File: src/design/sequencer_pkg.sv
// Constants, register map and state encoding of the supply protection sequencer
package sequencer_pkg;

	// Clock and timing
	localparam int CLK_HZ       = 50_000_000;
	localparam int QUAL_TIME_MS = 16;
	localparam int REC_TIME_MS  = 8;
	localparam int REC_MAX_MS   = 9;
	localparam int FILT_TIME_US = 8;
	localparam int QUAL_CYCLES  = QUAL_TIME_MS * (CLK_HZ / 1000);
	localparam int REC_CYCLES   = REC_TIME_MS * (CLK_HZ / 1000);
	localparam int REC_MAX_CYC  = REC_MAX_MS * (CLK_HZ / 1000);
	localparam int FILT_CYCLES  = FILT_TIME_US * (CLK_HZ / 1_000_000);
	localparam int TIMER_W      = 20;
	localparam int FILT_W       = 10;

	// APB register map
	localparam int             APB_AW     = 12;
	localparam logic [11:0] ADDR_CTRL     = 12'h000;
	localparam logic [11:0] ADDR_STATUS   = 12'h004;
	localparam logic [11:0] ADDR_IRQ_STAT = 12'h008;
	localparam logic [11:0] ADDR_IRQ_MASK = 12'h00c;

	// Control register fields
	localparam int         CTRL_HOLD_BIT = 0;
	localparam logic       CTRL_RST      = 1'b0;

	// Event bits, shared by interrupt status and mask
	localparam int         EV_W      = 4;
	localparam int         EV_UV     = 0;
	localparam int         EV_OV     = 1;
	localparam int         EV_OT     = 2;
	localparam int         EV_ON     = 3;
	localparam logic [3:0] MASK_RST  = 4'h0;
	localparam logic [3:0] EV_NONE   = 4'h0;

	// Status register fields
	localparam int ST_STATE_LSB  = 0;
	localparam int ST_SWITCH_BIT = 4;
	localparam int ST_GOOD_BIT   = 5;
	localparam int ST_UV_BIT     = 6;
	localparam int ST_OV_BIT     = 7;
	localparam int ST_OT_BIT     = 8;
	localparam int ST_OSC_BIT    = 9;
	localparam int ST_PIN_BIT    = 10;

	typedef enum logic [2:0] {
		ST_LOCKOUT = 3'b000,
		ST_QUALIFY = 3'b001,
		ST_RECOVER = 3'b010,
		ST_GOOD    = 3'b011,
		ST_THERMAL = 3'b100
	} seq_state_t;

endpackage

File: src/design/usb_supply_protection_sequencer.sv
// Sequencer for the pass switch and power-good pin of a USB supply protector
//
// Chosen here: the register offsets and the APB interface to the registers.
`timescale 1ns/1ps

module usb_supply_protection_sequencer
	import sequencer_pkg::*;
#(
	parameter int QUAL_CYCLES_P = sequencer_pkg::QUAL_CYCLES,
	parameter int REC_CYCLES_P  = sequencer_pkg::REC_CYCLES
) (
	// Clock and reset
	input  wire logic                          pclk,
	input  wire logic                          presetn,
	// APB slave
	input  wire logic [sequencer_pkg::APB_AW-1:0] paddr,
	input  wire logic                          psel,
	input  wire logic                          penable,
	input  wire logic                          pwrite,
	input  wire logic [31:0]                   pwdata,
	output logic      [31:0]                   prdata,
	output logic                               pready,
	output logic                               pslverr,
	// Qualified comparator indications
	input  wire logic                          undervoltage_lockout,
	input  wire logic                          overvoltage_lockout,
	input  wire logic [1:0]                    ov_excursion,
	input  wire logic                          overtemp,
	// Host pins
	input  wire logic                          switch_allow_n,
	input  wire logic                          adapter_ok_out_i,
	output logic                               adapter_ok_out_o,
	output logic                               adapter_ok_out_oe,
	// Power stage and interrupt
	output logic                               pass_switch,
	output logic                               osc_run,
	output logic                               charge_pump_en,
	output logic                               irq
);
	import sequencer_pkg::*;

	// One record holds all state so reset and next value stay in step
	typedef struct packed {
		seq_state_t          state;
		logic [TIMER_W-1:0]  timer;
		logic [FILT_W-1:0]   integ;
		logic                ov_trip;
		logic                uv_d;
		logic                ot_d;
		logic                good;
		logic                switch_on;
		logic                hold_off;
		logic [EV_W-1:0]     irq_stat;
		logic [EV_W-1:0]     irq_mask;
		logic [31:0]         rdata;
		logic                osc_on;
		logic                pump_on;
		logic                irq_out;
	} seq_regs_t;

	localparam seq_regs_t REGS_RST = '{
		state:     ST_LOCKOUT,
		timer:     '0,
		integ:     '0,
		ov_trip:   1'b0,
		uv_d:      1'b0,
		ot_d:      1'b0,
		good:      1'b0,
		switch_on: 1'b0,
		hold_off:  CTRL_RST,
		irq_stat:  EV_NONE,
		irq_mask:  MASK_RST,
		rdata:     32'h0000_0000,
		osc_on:    1'b1,
		pump_on:   1'b0,
		irq_out:   1'b0
	};

	// Timers compare against the last count, so expiry lands on the Nth edge
	localparam logic [TIMER_W-1:0] QUAL_LAST = TIMER_W'(QUAL_CYCLES_P - 1);
	localparam logic [TIMER_W-1:0] REC_LAST  = TIMER_W'(REC_CYCLES_P - 1);
	// The integrator saturates at the trip level, so decay starts known
	localparam logic [FILT_W-1:0]  FILT_LIM  = FILT_W'(FILT_CYCLES);

	seq_regs_t regs_reg;
	seq_regs_t regs_next;

	function automatic logic addr_mapped(input logic [APB_AW-1:0] a);
		addr_mapped = (a == ADDR_CTRL) || (a == ADDR_STATUS) ||
			(a == ADDR_IRQ_STAT) || (a == ADDR_IRQ_MASK);
	endfunction

	// True while the input sits between the two lockout levels
	function automatic logic supply_ok(input logic uv, input logic ov);
		supply_ok = !uv && !ov;
	endfunction

	// Rising edge of a level against its registered copy
	function automatic logic edge_up(input logic now, input logic prev);
		edge_up = now && !prev;
	endfunction

	function automatic logic [31:0] read_mux(input logic [APB_AW-1:0] a,
			input seq_regs_t r, input logic pin);
		logic [31:0] d;
		d = 32'h0000_0000;
		case (a)
			ADDR_CTRL: begin
				d[CTRL_HOLD_BIT] = r.hold_off;
			end
			ADDR_STATUS: begin
				d[ST_STATE_LSB +: 3] = r.state;
				d[ST_SWITCH_BIT]     = r.switch_on;
				d[ST_GOOD_BIT]       = r.good;
				d[ST_UV_BIT]         = r.uv_d;
				d[ST_OV_BIT]         = r.ov_trip;
				d[ST_OT_BIT]         = r.ot_d;
				d[ST_OSC_BIT]        = r.osc_on;
				d[ST_PIN_BIT]        = pin;
			end
			ADDR_IRQ_STAT: begin
				d[EV_W-1:0] = r.irq_stat;
			end
			ADDR_IRQ_MASK: begin
				d[EV_W-1:0] = r.irq_mask;
			end
			default: begin
				d = 32'h0000_0000;
			end
		endcase
		return d;
	endfunction

	logic                wr_access;
	logic [FILT_W-1:0]   step;
	logic [FILT_W:0]     integ_sum;
	logic                ov_trip_now;
	logic                in_range;
	logic [EV_W-1:0]     events;
	logic [EV_W-1:0]     w1c;

	always_comb begin
		regs_next = regs_reg;
		wr_access = psel && penable && pwrite && addr_mapped(paddr);
		step      = FILT_W'(ov_excursion) + FILT_W'(1);
		integ_sum = {1'b0, regs_reg.integ} + {1'b0, step};
		events    = EV_NONE;
		w1c       = EV_NONE;

		// Larger excursions add bigger steps, so the trip comes sooner
		if (overvoltage_lockout) begin
			if (integ_sum >= {1'b0, FILT_LIM}) begin
				regs_next.integ   = FILT_LIM;
				regs_next.ov_trip = 1'b1;
			end else begin
				regs_next.integ = integ_sum[FILT_W-1:0];
			end
		end else begin
			regs_next.ov_trip = 1'b0;
			if (regs_reg.integ != '0) begin
				regs_next.integ = regs_reg.integ - FILT_W'(1);
			end
		end
		ov_trip_now = regs_next.ov_trip;
		in_range    = supply_ok(undervoltage_lockout, overvoltage_lockout);

		case (regs_reg.state)
			ST_LOCKOUT: begin
				regs_next.timer = '0;
				if (!undervoltage_lockout) begin
					regs_next.state = ST_QUALIFY;
				end
			end
			ST_QUALIFY: begin
				// Raw overvoltage also restarts the wait: a deglitch
				if (!in_range) begin
					regs_next.timer = '0;
				end else if (regs_reg.timer == QUAL_LAST) begin
					regs_next.timer = '0;
					regs_next.state = overtemp ? ST_THERMAL : ST_GOOD;
				end else begin
					regs_next.timer = regs_reg.timer + TIMER_W'(1);
				end
			end
			ST_RECOVER: begin
				// Same restart rule as qualification, shorter wait
				if (!in_range) begin
					regs_next.timer = '0;
				end else if (regs_reg.timer == REC_LAST) begin
					regs_next.timer = '0;
					regs_next.state = overtemp ? ST_THERMAL : ST_GOOD;
				end else begin
					regs_next.timer = regs_reg.timer + TIMER_W'(1);
				end
			end
			ST_GOOD: begin
				regs_next.timer = '0;
				if (overtemp) begin
					regs_next.state = ST_THERMAL;
				end
			end
			ST_THERMAL: begin
				// Sensor hysteresis is outside; low here means cooled
				regs_next.timer = '0;
				if (!overtemp) begin
					regs_next.state = ST_GOOD;
				end
			end
			default: begin
				regs_next.timer = '0;
				regs_next.state = ST_LOCKOUT;
			end
		endcase

		// Supply faults override every state in the same cycle
		if (undervoltage_lockout) begin
			regs_next.state = ST_LOCKOUT;
			regs_next.timer = '0;
		end else if (ov_trip_now) begin
			regs_next.state = ST_RECOVER;
			regs_next.timer = '0;
		end

		// Power-good ignores switch-allow; only faults release it
		regs_next.good      = (regs_next.state == ST_GOOD);
		regs_next.switch_on = regs_next.good && !switch_allow_n &&
			!regs_reg.hold_off;
		regs_next.uv_d      = undervoltage_lockout;
		regs_next.ot_d      = overtemp;
		// Output flops take their next values here so pins never glitch
		regs_next.osc_on    = supply_ok(regs_next.uv_d,
			regs_next.ov_trip);
		regs_next.pump_on   = regs_next.switch_on &&
			regs_next.osc_on;

		// Each event is an edge against the registered view, so it sets once
		events[EV_UV] = edge_up(undervoltage_lockout, regs_reg.uv_d);
		events[EV_OV] = edge_up(ov_trip_now, regs_reg.ov_trip);
		events[EV_OT] = edge_up(overtemp, regs_reg.ot_d);
		events[EV_ON] = edge_up(regs_next.switch_on, regs_reg.switch_on);

		// Writes land in the access cycle; status and unmapped are dropped
		if (wr_access) begin
			case (paddr)
				ADDR_CTRL: begin
					// Gates only the switch, never power-good
					regs_next.hold_off = pwdata[CTRL_HOLD_BIT];
				end
				ADDR_IRQ_STAT: begin
					w1c = pwdata[EV_W-1:0];
				end
				ADDR_IRQ_MASK: begin
					regs_next.irq_mask = pwdata[EV_W-1:0];
				end
				default: begin
					w1c = EV_NONE;
				end
			endcase
		end
		// A new event wins over a clear in the same cycle
		regs_next.irq_stat = (regs_reg.irq_stat & ~w1c) | events;
		regs_next.irq_out  = |(regs_next.irq_stat & regs_next.irq_mask);

		// Read data is captured in the setup phase so pready can stay high
		if (psel && !penable && !pwrite) begin
			regs_next.rdata = read_mux(paddr, regs_reg, adapter_ok_out_i);
		end
	end

	always_ff @(posedge pclk or negedge presetn) begin
		if (!presetn) begin
			regs_reg <= REGS_RST;
		end else begin
			regs_reg <= regs_next;
		end
	end

	assign prdata            = regs_reg.rdata;
	assign pready            = 1'b1;
	// Unmapped offsets answer with an error but never stall
	assign pslverr           = psel && penable && !addr_mapped(paddr);
	// Open-drain: the pin is only ever pulled low
	assign adapter_ok_out_o  = 1'b0;
	assign adapter_ok_out_oe = regs_reg.good;
	assign pass_switch       = regs_reg.switch_on;
	assign osc_run           = regs_reg.osc_on;
	assign charge_pump_en    = regs_reg.pump_on;
	assign irq               = regs_reg.irq_out;

endmodule

File: config.mk
export PLATFORM = sky130hd
export DESIGN_NAME = usb_supply_protection_sequencer
export DESIGN_NICKNAME = d
export VERILOG_FILES = /design/src/design/sequencer_pkg.sv /design/src/design/usb_supply_protection_sequencer.sv
export SDC_FILE = /design/constraint.sdc
export NUM_CORES = 1
export LEC_CHECK = 0
export BUFFER_PORTS_ARGS = -buffer_cell sky130_fd_sc_hd__buf_2
export CORE_UTILIZATION = 51
export DETAILED_ROUTE_END_ITERATION = 16
export GPL_TIMING_DRIVEN = 0
export PLACE_DENSITY_LB_ADDON = 0.3
export REMOVE_ABC_BUFFERS = 1
export SETUP_SLACK_MARGIN = 0.1
export SLEW_MARGIN = 5
export SYNTH_ARGS = -nofsm -noshare
export SYNTH_HDL_FRONTEND = slang
export SYNTH_SLANG_ARGS = --single-unit
File: constraint.sdc
create_clock -name pclk -period 4.45 [get_ports pclk]
set_input_delay 0.89 -clock pclk [delete_from_list [all_inputs] [get_ports pclk]]
set_output_delay 0.89 -clock pclk [all_outputs]
set_load 0.02 [all_outputs]
; Yosys cells after proc, flatten, opt, wreduce, memory -nomap -nowiden
; Index checks and enable logic that the tools add are counted.
[totals]
regBits = 61
inputBits = 56
out_inout_bits = 40
elab_cells = 96
[op_classes]
n_addsub = 4
order_cmp = 1
eq_ne = 10
mux = 26
bitwise = 4
n_reduce_logical = 36
[op_table]
columns = op, n
row1 = $pmux 23 s5, 1
row2 = $mux 20, 4
row3 = $mux 23, 2
row4 = $eq 12x4->1 const B, 2
row5 = $mux 3, 7
row6 = $add 20x1->20 const B, 1
row7 = $eq 20x19->1 const B, 1
row8 = $eq 20x20->1 const B, 1
row9 = $mux 10, 2
row10 = $mux 4, 4
row11 = $logic_and 1x1->1, 15
row12 = $eq 12x3->1 const B, 1
row13 = $logic_not 1->1, 12
row14 = $logic_not 12->1, 1
row15 = $add 10x3->11, 1
row16 = $ge 11x9->1 const B, 1
row17 = $mux 11, 1
row18 = $reduce_bool 10->1, 1
row19 = $sub 10x1->10 const B, 1
row20 = $eq 3x2->1 const B, 3
row21 = $and 4x4->4, 2
row22 = $mux 7, 1
row23 = $pmux 2 s3, 1
row24 = $not 4->4, 1
row25 = other kinds (12), 14

; Depth between registers and ports, before layout
; Gate-level depths: netlist (run 1).
[depth]
depth_word = 14
depth_mapped = 11
ltp_nobuf = 10

; Worst setup path after synthesis (run 1)
; No wires, ideal clock.
[synth_timing]
path_kind = input -> register
startpoint = input ov_excursion[0]
endpoint = register regs_reg (netlist bit irq)
setup_time_ps = 104
arrival_time_ps = 2838
required_time_ps = 4346
path_slack_ps = 1508
path_stages = 9
n_path_buf = 0
path_cell_list = inv_1 -> ha_1 -> inv_1 -> fa_1 -> nand2b_1 -> mux2_2 -> a311oi_2 -> a21boi_2 -> o41ai_2
[synth_rtl]
columns = item, line_no
row1 = start: declaration, usb_supply_protection_sequencer.sv:27  ; input wire logic [1:0] ov_excursion,
row2 = end signal: assignment, usb_supply_protection_sequencer.sv:274  ; regs_reg <= regs_next;
row3 = end: declaration, usb_supply_protection_sequencer.sv:85  ; seq_regs_t regs_reg;

==> flow_summary.ini, run 1 <==
[logic_synthesis]
syn_inst = 377
synth_async_sr_flop_share_pct = 100
yosys-top-cells-area = dfrtp_1, buf_4, nor2_1, xor2_1, xnor2_1
synth_top_cell_by_area = dfrtp_1
avgSynthCellArea_sq_um = 9.64
synth.most_common_cell = dfrtp_1
synth_common_cells = dfrtp_1, nor2_1, buf_4
yosys_warnings = 0
yosysUniqueCellTypes = 73
synth_seq_cells = 61
ys_seq_area_share_pct = 42.0
synth_edf_count = 0
synth_flop_cell = dfrtp_1
synth_area_sq_um = 3630
yosysTopAreaCellShare_pct = 41.3

[floorplanning]
dieWidth_um = 86.4
io_pins = 96
initial_core_util_pct = 53.2
dieArea_sq_um = 7470
die_h_um = 86.4
core_area_sq_um = 6830
rows = 30

[grt]
antenna_found_initial = 0
grt_pass1_vias = 2496
grt.overflow.total = 0
grt_pass1_wl_um = 11300
grt.total_usage_pct = 19.6
grt_max_degree = 62

[routing]
routed_via_density = 5.46
wl_per_cell_um = 13.5
drt-initial-drc-count = 151
vias = 2753
antenna_left = 0
wirelength_um = 6820
drc = 0
drtPass1Iterations = 4

[cts]
clk_latency_ns = 0.34
numCtsBuffers = 9
post_cts_resized = 0
hold_buffers = 0
htreeDepth = 3
ctsLongestPathBuffers = 2
cts.reportedPaths.clkPinSlew_ns = 0.07
cts_tree = yes
post-cts-setup-buffers = 0
clock_tree.root_cell = clkbuf_8
clkSinkCount = 61

[cells_and_area]
fin_cells = 504
fin_util_pct = 56.9
fin_nets = 464
areaGrowthSynthToFinish_pct = 7.02
layout-drive-gt1-share_pct = 19.1
largest_reg_flops = 45
diodes = 0

[placed_design]
place_hpwl_um = 4750
gp_congestion = 0.812
dp.cells = 488
numPortBuffers = 44

[flow_run]
max-cap-violations = 0

[critical_path]
crit_path_start_kind = input pin
worstPathCellList = buf_2, inv_1, ha_1, inv_1, fa_1, and3_1, o221ai_1, o41ai_1, a311oi_2, a21boi_2, o41ai_2
cpMostUsedCell = inv_1
timing.rr.start = regs_reg[49]
reg2reg_slack_ns = 1.12
crit_path_start = ov_excursion[0]
crit_buf_inv = 3
reg2reg_depth = 10
regToRegEndpoint = irq
crit_path_top_delay_cell = a311oi_2
cpPeakStageDelay_ns = 0.77
critPathTopFamily = compound AO/OA/AOI/OAI gates
critPathKind = in2reg
required_ns = 4.68
crit_arrival_ns = 3.76
worstPathMaxFanout = 11
endpoint_kind = register

[timing]
slew_viol_final = 0
fin_worst_skew_ns = 0.0108
rsz0062_at_grt = false
tns_ns = 0
fmax_mhz = 283
report.final.hold_viol_count = 0
period_needed_ns = 3.53
min_period_over_period_pct = 79.4
relSlewSlack_pct = 41.9
finalSetupViolCount = 0
tightest_slew_ns = 0.872

[power_and_ir_drop]
ir_drop_v = 0.000214
p_leak_nw = 1.76
total_power_mw = 1.61
p_per_area_nw_per_um2 = 414

[hold_path]
worst_hold_startpoint = prdata[2]
min_to = prdata[2]
worstHoldPathType = reg2reg
hold_depth = 2

[outcome]
status = finished clean
[kinds of logic after synthesis]
| family | Yosys count | synth area share [%] |
|---|---|---|
| AOI/OAI and AO/OA | 63 | 13.4 |
| xor gates and xnor gates | 20 | 4.82 |
| adders and majority gates | 5 | 1.93 |
| buffers and inverters | 66 | 11.2 |
| DFF | 61 | 42.0 |
| muxes | 10 | 3.24 |
| other | 2 | 0.207 |
| and+or+nand+nor | 150 | 23.2 |
[tightest hold or removal path: cells and delay by family, from the launching register on]
family / cells / cell delay (ns)
compound gates: 1 / 0.05
flops: 1 / 0.34
simple gates: 1 / 0.05
[cell type report]
cell class	instances	area [sq um]
fill	631	2940
multi-input combinational	271	1780
sequential	61	1530
timing repair buffer	44	223
clock buffer	15	176
tap	96	120
inverter	16	60.1
clock inverter	1	5.00
[per-layer routing]
layer / up-vias / track usage [%] / wire length (um)
li1: 1353 / - / -
met1: 1326 / 25.7 / 3240
met2: 67 / 30.7 / 3210
met3: 7 / 4.19 / 270
met4: 0 / 9.85 / 105
met5: - / 0 / 0
[cell usage in the layout (no fill, tap or decap), types with 4 or more instances in the layout]
cell,synthesis,final
a21oi_1,5,5
a22o_1,7,7
and3_1,10,10
and4_1,4,4
buf_2,2,43
clkbuf_8,1,12
conb_1,2,23
dfrtp_1,60,60
ha_1,4,4
inv_1,16,16
mux2_2,4,4
mux2i_1,5,5
nand2_1,20,20
nand3_1,11,11
nand4_1,11,11
nor2_1,38,38
nor2b_1,7,7
nor3_1,10,10
o21ai_0,12,12
o31ai_1,4,4
or2_2,4,4
or3_1,8,8
xnor2_1,9,9
xor2_1,11,11
[report_power, final]
part	internal (mW)	total, mW	switching [mW]
registers	0.623	0.732	0.109
clock network	0.248	0.449	0.202
logic	0.176	0.429	0.253
[metrics by stage]
stage                     cell area, sq um  hold WS, ns  worst slack (ns)
after global routing                  3890        0.490             0.669
after floorplan                       3370        0.455              1.21
after detailed placement              3710        0.462             0.530
final                                 3890        0.475             0.918
after CTS                             3890        0.478             0.891
after global placement                3710        0.456             0.655
[worst max path at each step]
stage                     endpoint  slack, ns  depth (start not counted)
after global routing           irq       0.67                         11
after detailed placement       irq       0.53                         11
after floorplan                irq       1.21                          9
final                          irq       0.92                         11
after CTS                      irq       0.89                         11
after global placement         irq       0.65                         10
No activity file was read; power rests on OpenSTA's default activity.
==> inputs of run 2 (changes only) <==
--- a/config.mk
+++ b/config.mk
@@ -6,7 +6,7 @@
 export NUM_CORES = 1
 export LEC_CHECK = 0
 export BUFFER_PORTS_ARGS = -buffer_cell sky130_fd_sc_hd__buf_2
-export CORE_UTILIZATION = 51
+export CORE_UTILIZATION = 48
 export DETAILED_ROUTE_END_ITERATION = 16
 export GPL_TIMING_DRIVEN = 0
 export PLACE_DENSITY_LB_ADDON = 0.3
==> constraint.sdc (replaced) <==
create_clock -name pclk -period 3 [get_ports pclk]
set_input_delay 0.6 -clock pclk [delete_from_list [all_inputs] [get_ports pclk]]
set_output_delay 0.6 -clock pclk [all_outputs]
set_load 0.02 [all_outputs]
==> run 2 against run 1 <==
Effect of this change:
- combinational power up 62%
- sequential share of layout area down 0.40 points
- register-to-register slack worse by 0.86 ns
- sequential power up 49%
- worst hold slack worse by 0.14 ns
- die area up 6.1%
- via count up 0.47%
- global-route usage down 0.36 points
- power up 52%
- final area up 1.0%
- wire length up 3.4%
- critical endpoint unchanged
- largest power group unchanged
==> flow_summary.ini, run 2 (synthesis gave the netlist of run 1 again) <==
[critical_path]
reg2reg_depth = 13
endpoint_kind = register
required_ns = 3.22
worstPathMaxFanout = 10
critPathKind = reg2reg
regToRegEndpoint = irq
timing.rr.start = regs_reg[49]
crit_path_start_kind = register
crit_path_start = regs_reg[49]
reg2reg_slack_ns = 0.26
crit_arrival_ns = 2.96

[timing]
slew_viol_final = 0
fin_worst_skew_ns = 0.00828
rsz0062_at_grt = false
min_period_over_period_pct = 91.4
relSlewSlack_pct = 49.4
report.final.hold_viol_count = 0
period_needed_ns = 2.74
finalSetupViolCount = 0
fin_ws_ns = 0.259
fmax_mhz = 365
tightest_slew_ns = 0.759

[routing]
drc = 0
vias = 2766
wl_per_cell_um = 13.8
drtPass1Iterations = 4
drt-initial-drc-count = 113
wirelength_um = 7060
routed_via_density = 5.41
antenna_left = 0

[grt]
grt.overflow.total = 0
grt_pass1_vias = 2516
antenna_found_initial = 0
grt_pass1_wl_um = 11600
grt.total_usage_pct = 19.2
grt_max_degree = 62

[cts]
cts_tree = yes
clk_latency_ns = 0.33
numCtsBuffers = 9
clkSinkCount = 61
htreeDepth = 3
hold_buffers = 0
ctsLongestPathBuffers = 2
clock_tree.root_cell = clkbuf_8
cts.reportedPaths.clkPinSlew_ns = 0.06

[power_and_ir_drop]
p_per_area_nw_per_um2 = 621
total_power_mw = 2.44
seqPwrFrac_pct = 44.6
p_switching_mw = 0.852
intPower_mw = 1.59
p_comb_share_pct = 28.4
clock_power_share_pct = 26.9
swShare_pct = 34.9
p_leak_nw = 1.78
ir_drop_v = 0.000282

[placed_design]
numPortBuffers = 44
pre_cts_ws_ns = -0.642
place_hpwl_um = 4940
gp_congestion = 0.788
dp.cells = 491
placed_area_sq_um = 3710

[cells_and_area]
stdcell_area_sq_um = 3930
fin_cells = 511
final_common_cell = dfrtp_1
fin_util_pct = 53.9
diodes = 0
areaGrowthSynthToFinish_pct = 8.12
largest_reg_flops = 45
fin_nets = 469
layout-drive-gt1-share_pct = 20.4
layout_common_cells = dfrtp_1, buf_2, nor2_1

[floorplanning]
core_area_sq_um = 7290
dieWidth_um = 89.0
die_h_um = 89.0
rows = 31
initial_core_util_pct = 49.8
io_pins = 96
dieArea_sq_um = 7920

[outcome]
status = finished clean

[flow_run]
max-cap-violations = 0

[hold_path]
worstHoldPathType = in2async
run 2: changes by cell type in the layout (fill, tap and decap cells not counted), sizes merged:
| cell | previous run | this run |
|---|---|---|
| buf | 44 | 49 |
| clkbuf | 15 | 14 |
run 2: cell type report:
| cell class | instances | area [sq um] |
|---|---|---|
| Tap cell | 99 | 124 |
| Sequential cell | 61 | 1530 |
| Timing Repair Buffer | 49 | 260 |
| Clock inverter | 1 | 5.00 |
| Multi-Input combinational cell | 271 | 1780 |
| Clock buffer | 14 | 173 |
| Fill cell | 695 | 3360 |
| Inverter | 16 | 60.1 |
run 2: worst max-delay path by stage:
stage	slack [ns]	depth (start not counted)	end
2_1_floorplan	0.05	9	irq
3_3_place_gp	-0.55	10	irq
3_5_place_dp	-0.64	11	irq
4_1_cts	0.15	11	irq
5_1_grt	0.1	13	irq
6_report	0.26	13	irq
run 2: through the flow:
step | setup TNS [ns] | hold slack (ns)
detailed placement | -6.35 | 0.461
floorplan | 0 | 0.304
global route | 0 | 0.420
finish | 0 | 0.338
CTS | 0 | 0.374
global placement | -4.57 | 0.458
run 2: power by group through the flow:
stage | Clock (mW) | Combinational, mW | Sequential (mW)
2_1_floorplan | 0 | 0.479 | 1.06
3_3_place_gp | 0 | 0.614 | 1.09
3_5_place_dp | 0 | 0.641 | 1.10
4_1_cts | 0.672 | 0.665 | 1.09
5_1_grt | 0.706 | 0.780 | 1.11
6_report | 0.657 | 0.694 | 1.09
run 2: routing by layer:
layer  global-route usage (%)  wire length (um)  share of wire (%)  up-vias
met2                     31.0              3370                 48       74
met5                        0                 0                  0        -
met1                     25.4              3260                 46     1320
li1                         -                 -                  -     1359
met3                     2.86               297                4.2       13
met4                     9.52               131                1.9        0
run 2: critical path, cell delays in order (launching register included):
cell and delay [ns]:
dfrtp_1 0.40, inv_1 0.10, ha_1 0.17, inv_1 0.07
fa_2 0.45, buf_4 0.17, nand4_1 0.10, nor3_1 0.05
mux2i_1 0.18, a311oi_2 0.12, buf_4 0.18, buf_4 0.17
o311a_2 0.40, o41ai_2 0.06
run 2: timing repair:
action,CTS,global route
setup endpoints to repair,17,7
setup buffers,2,3
resized for setup,0,1
pin swaps,1,2
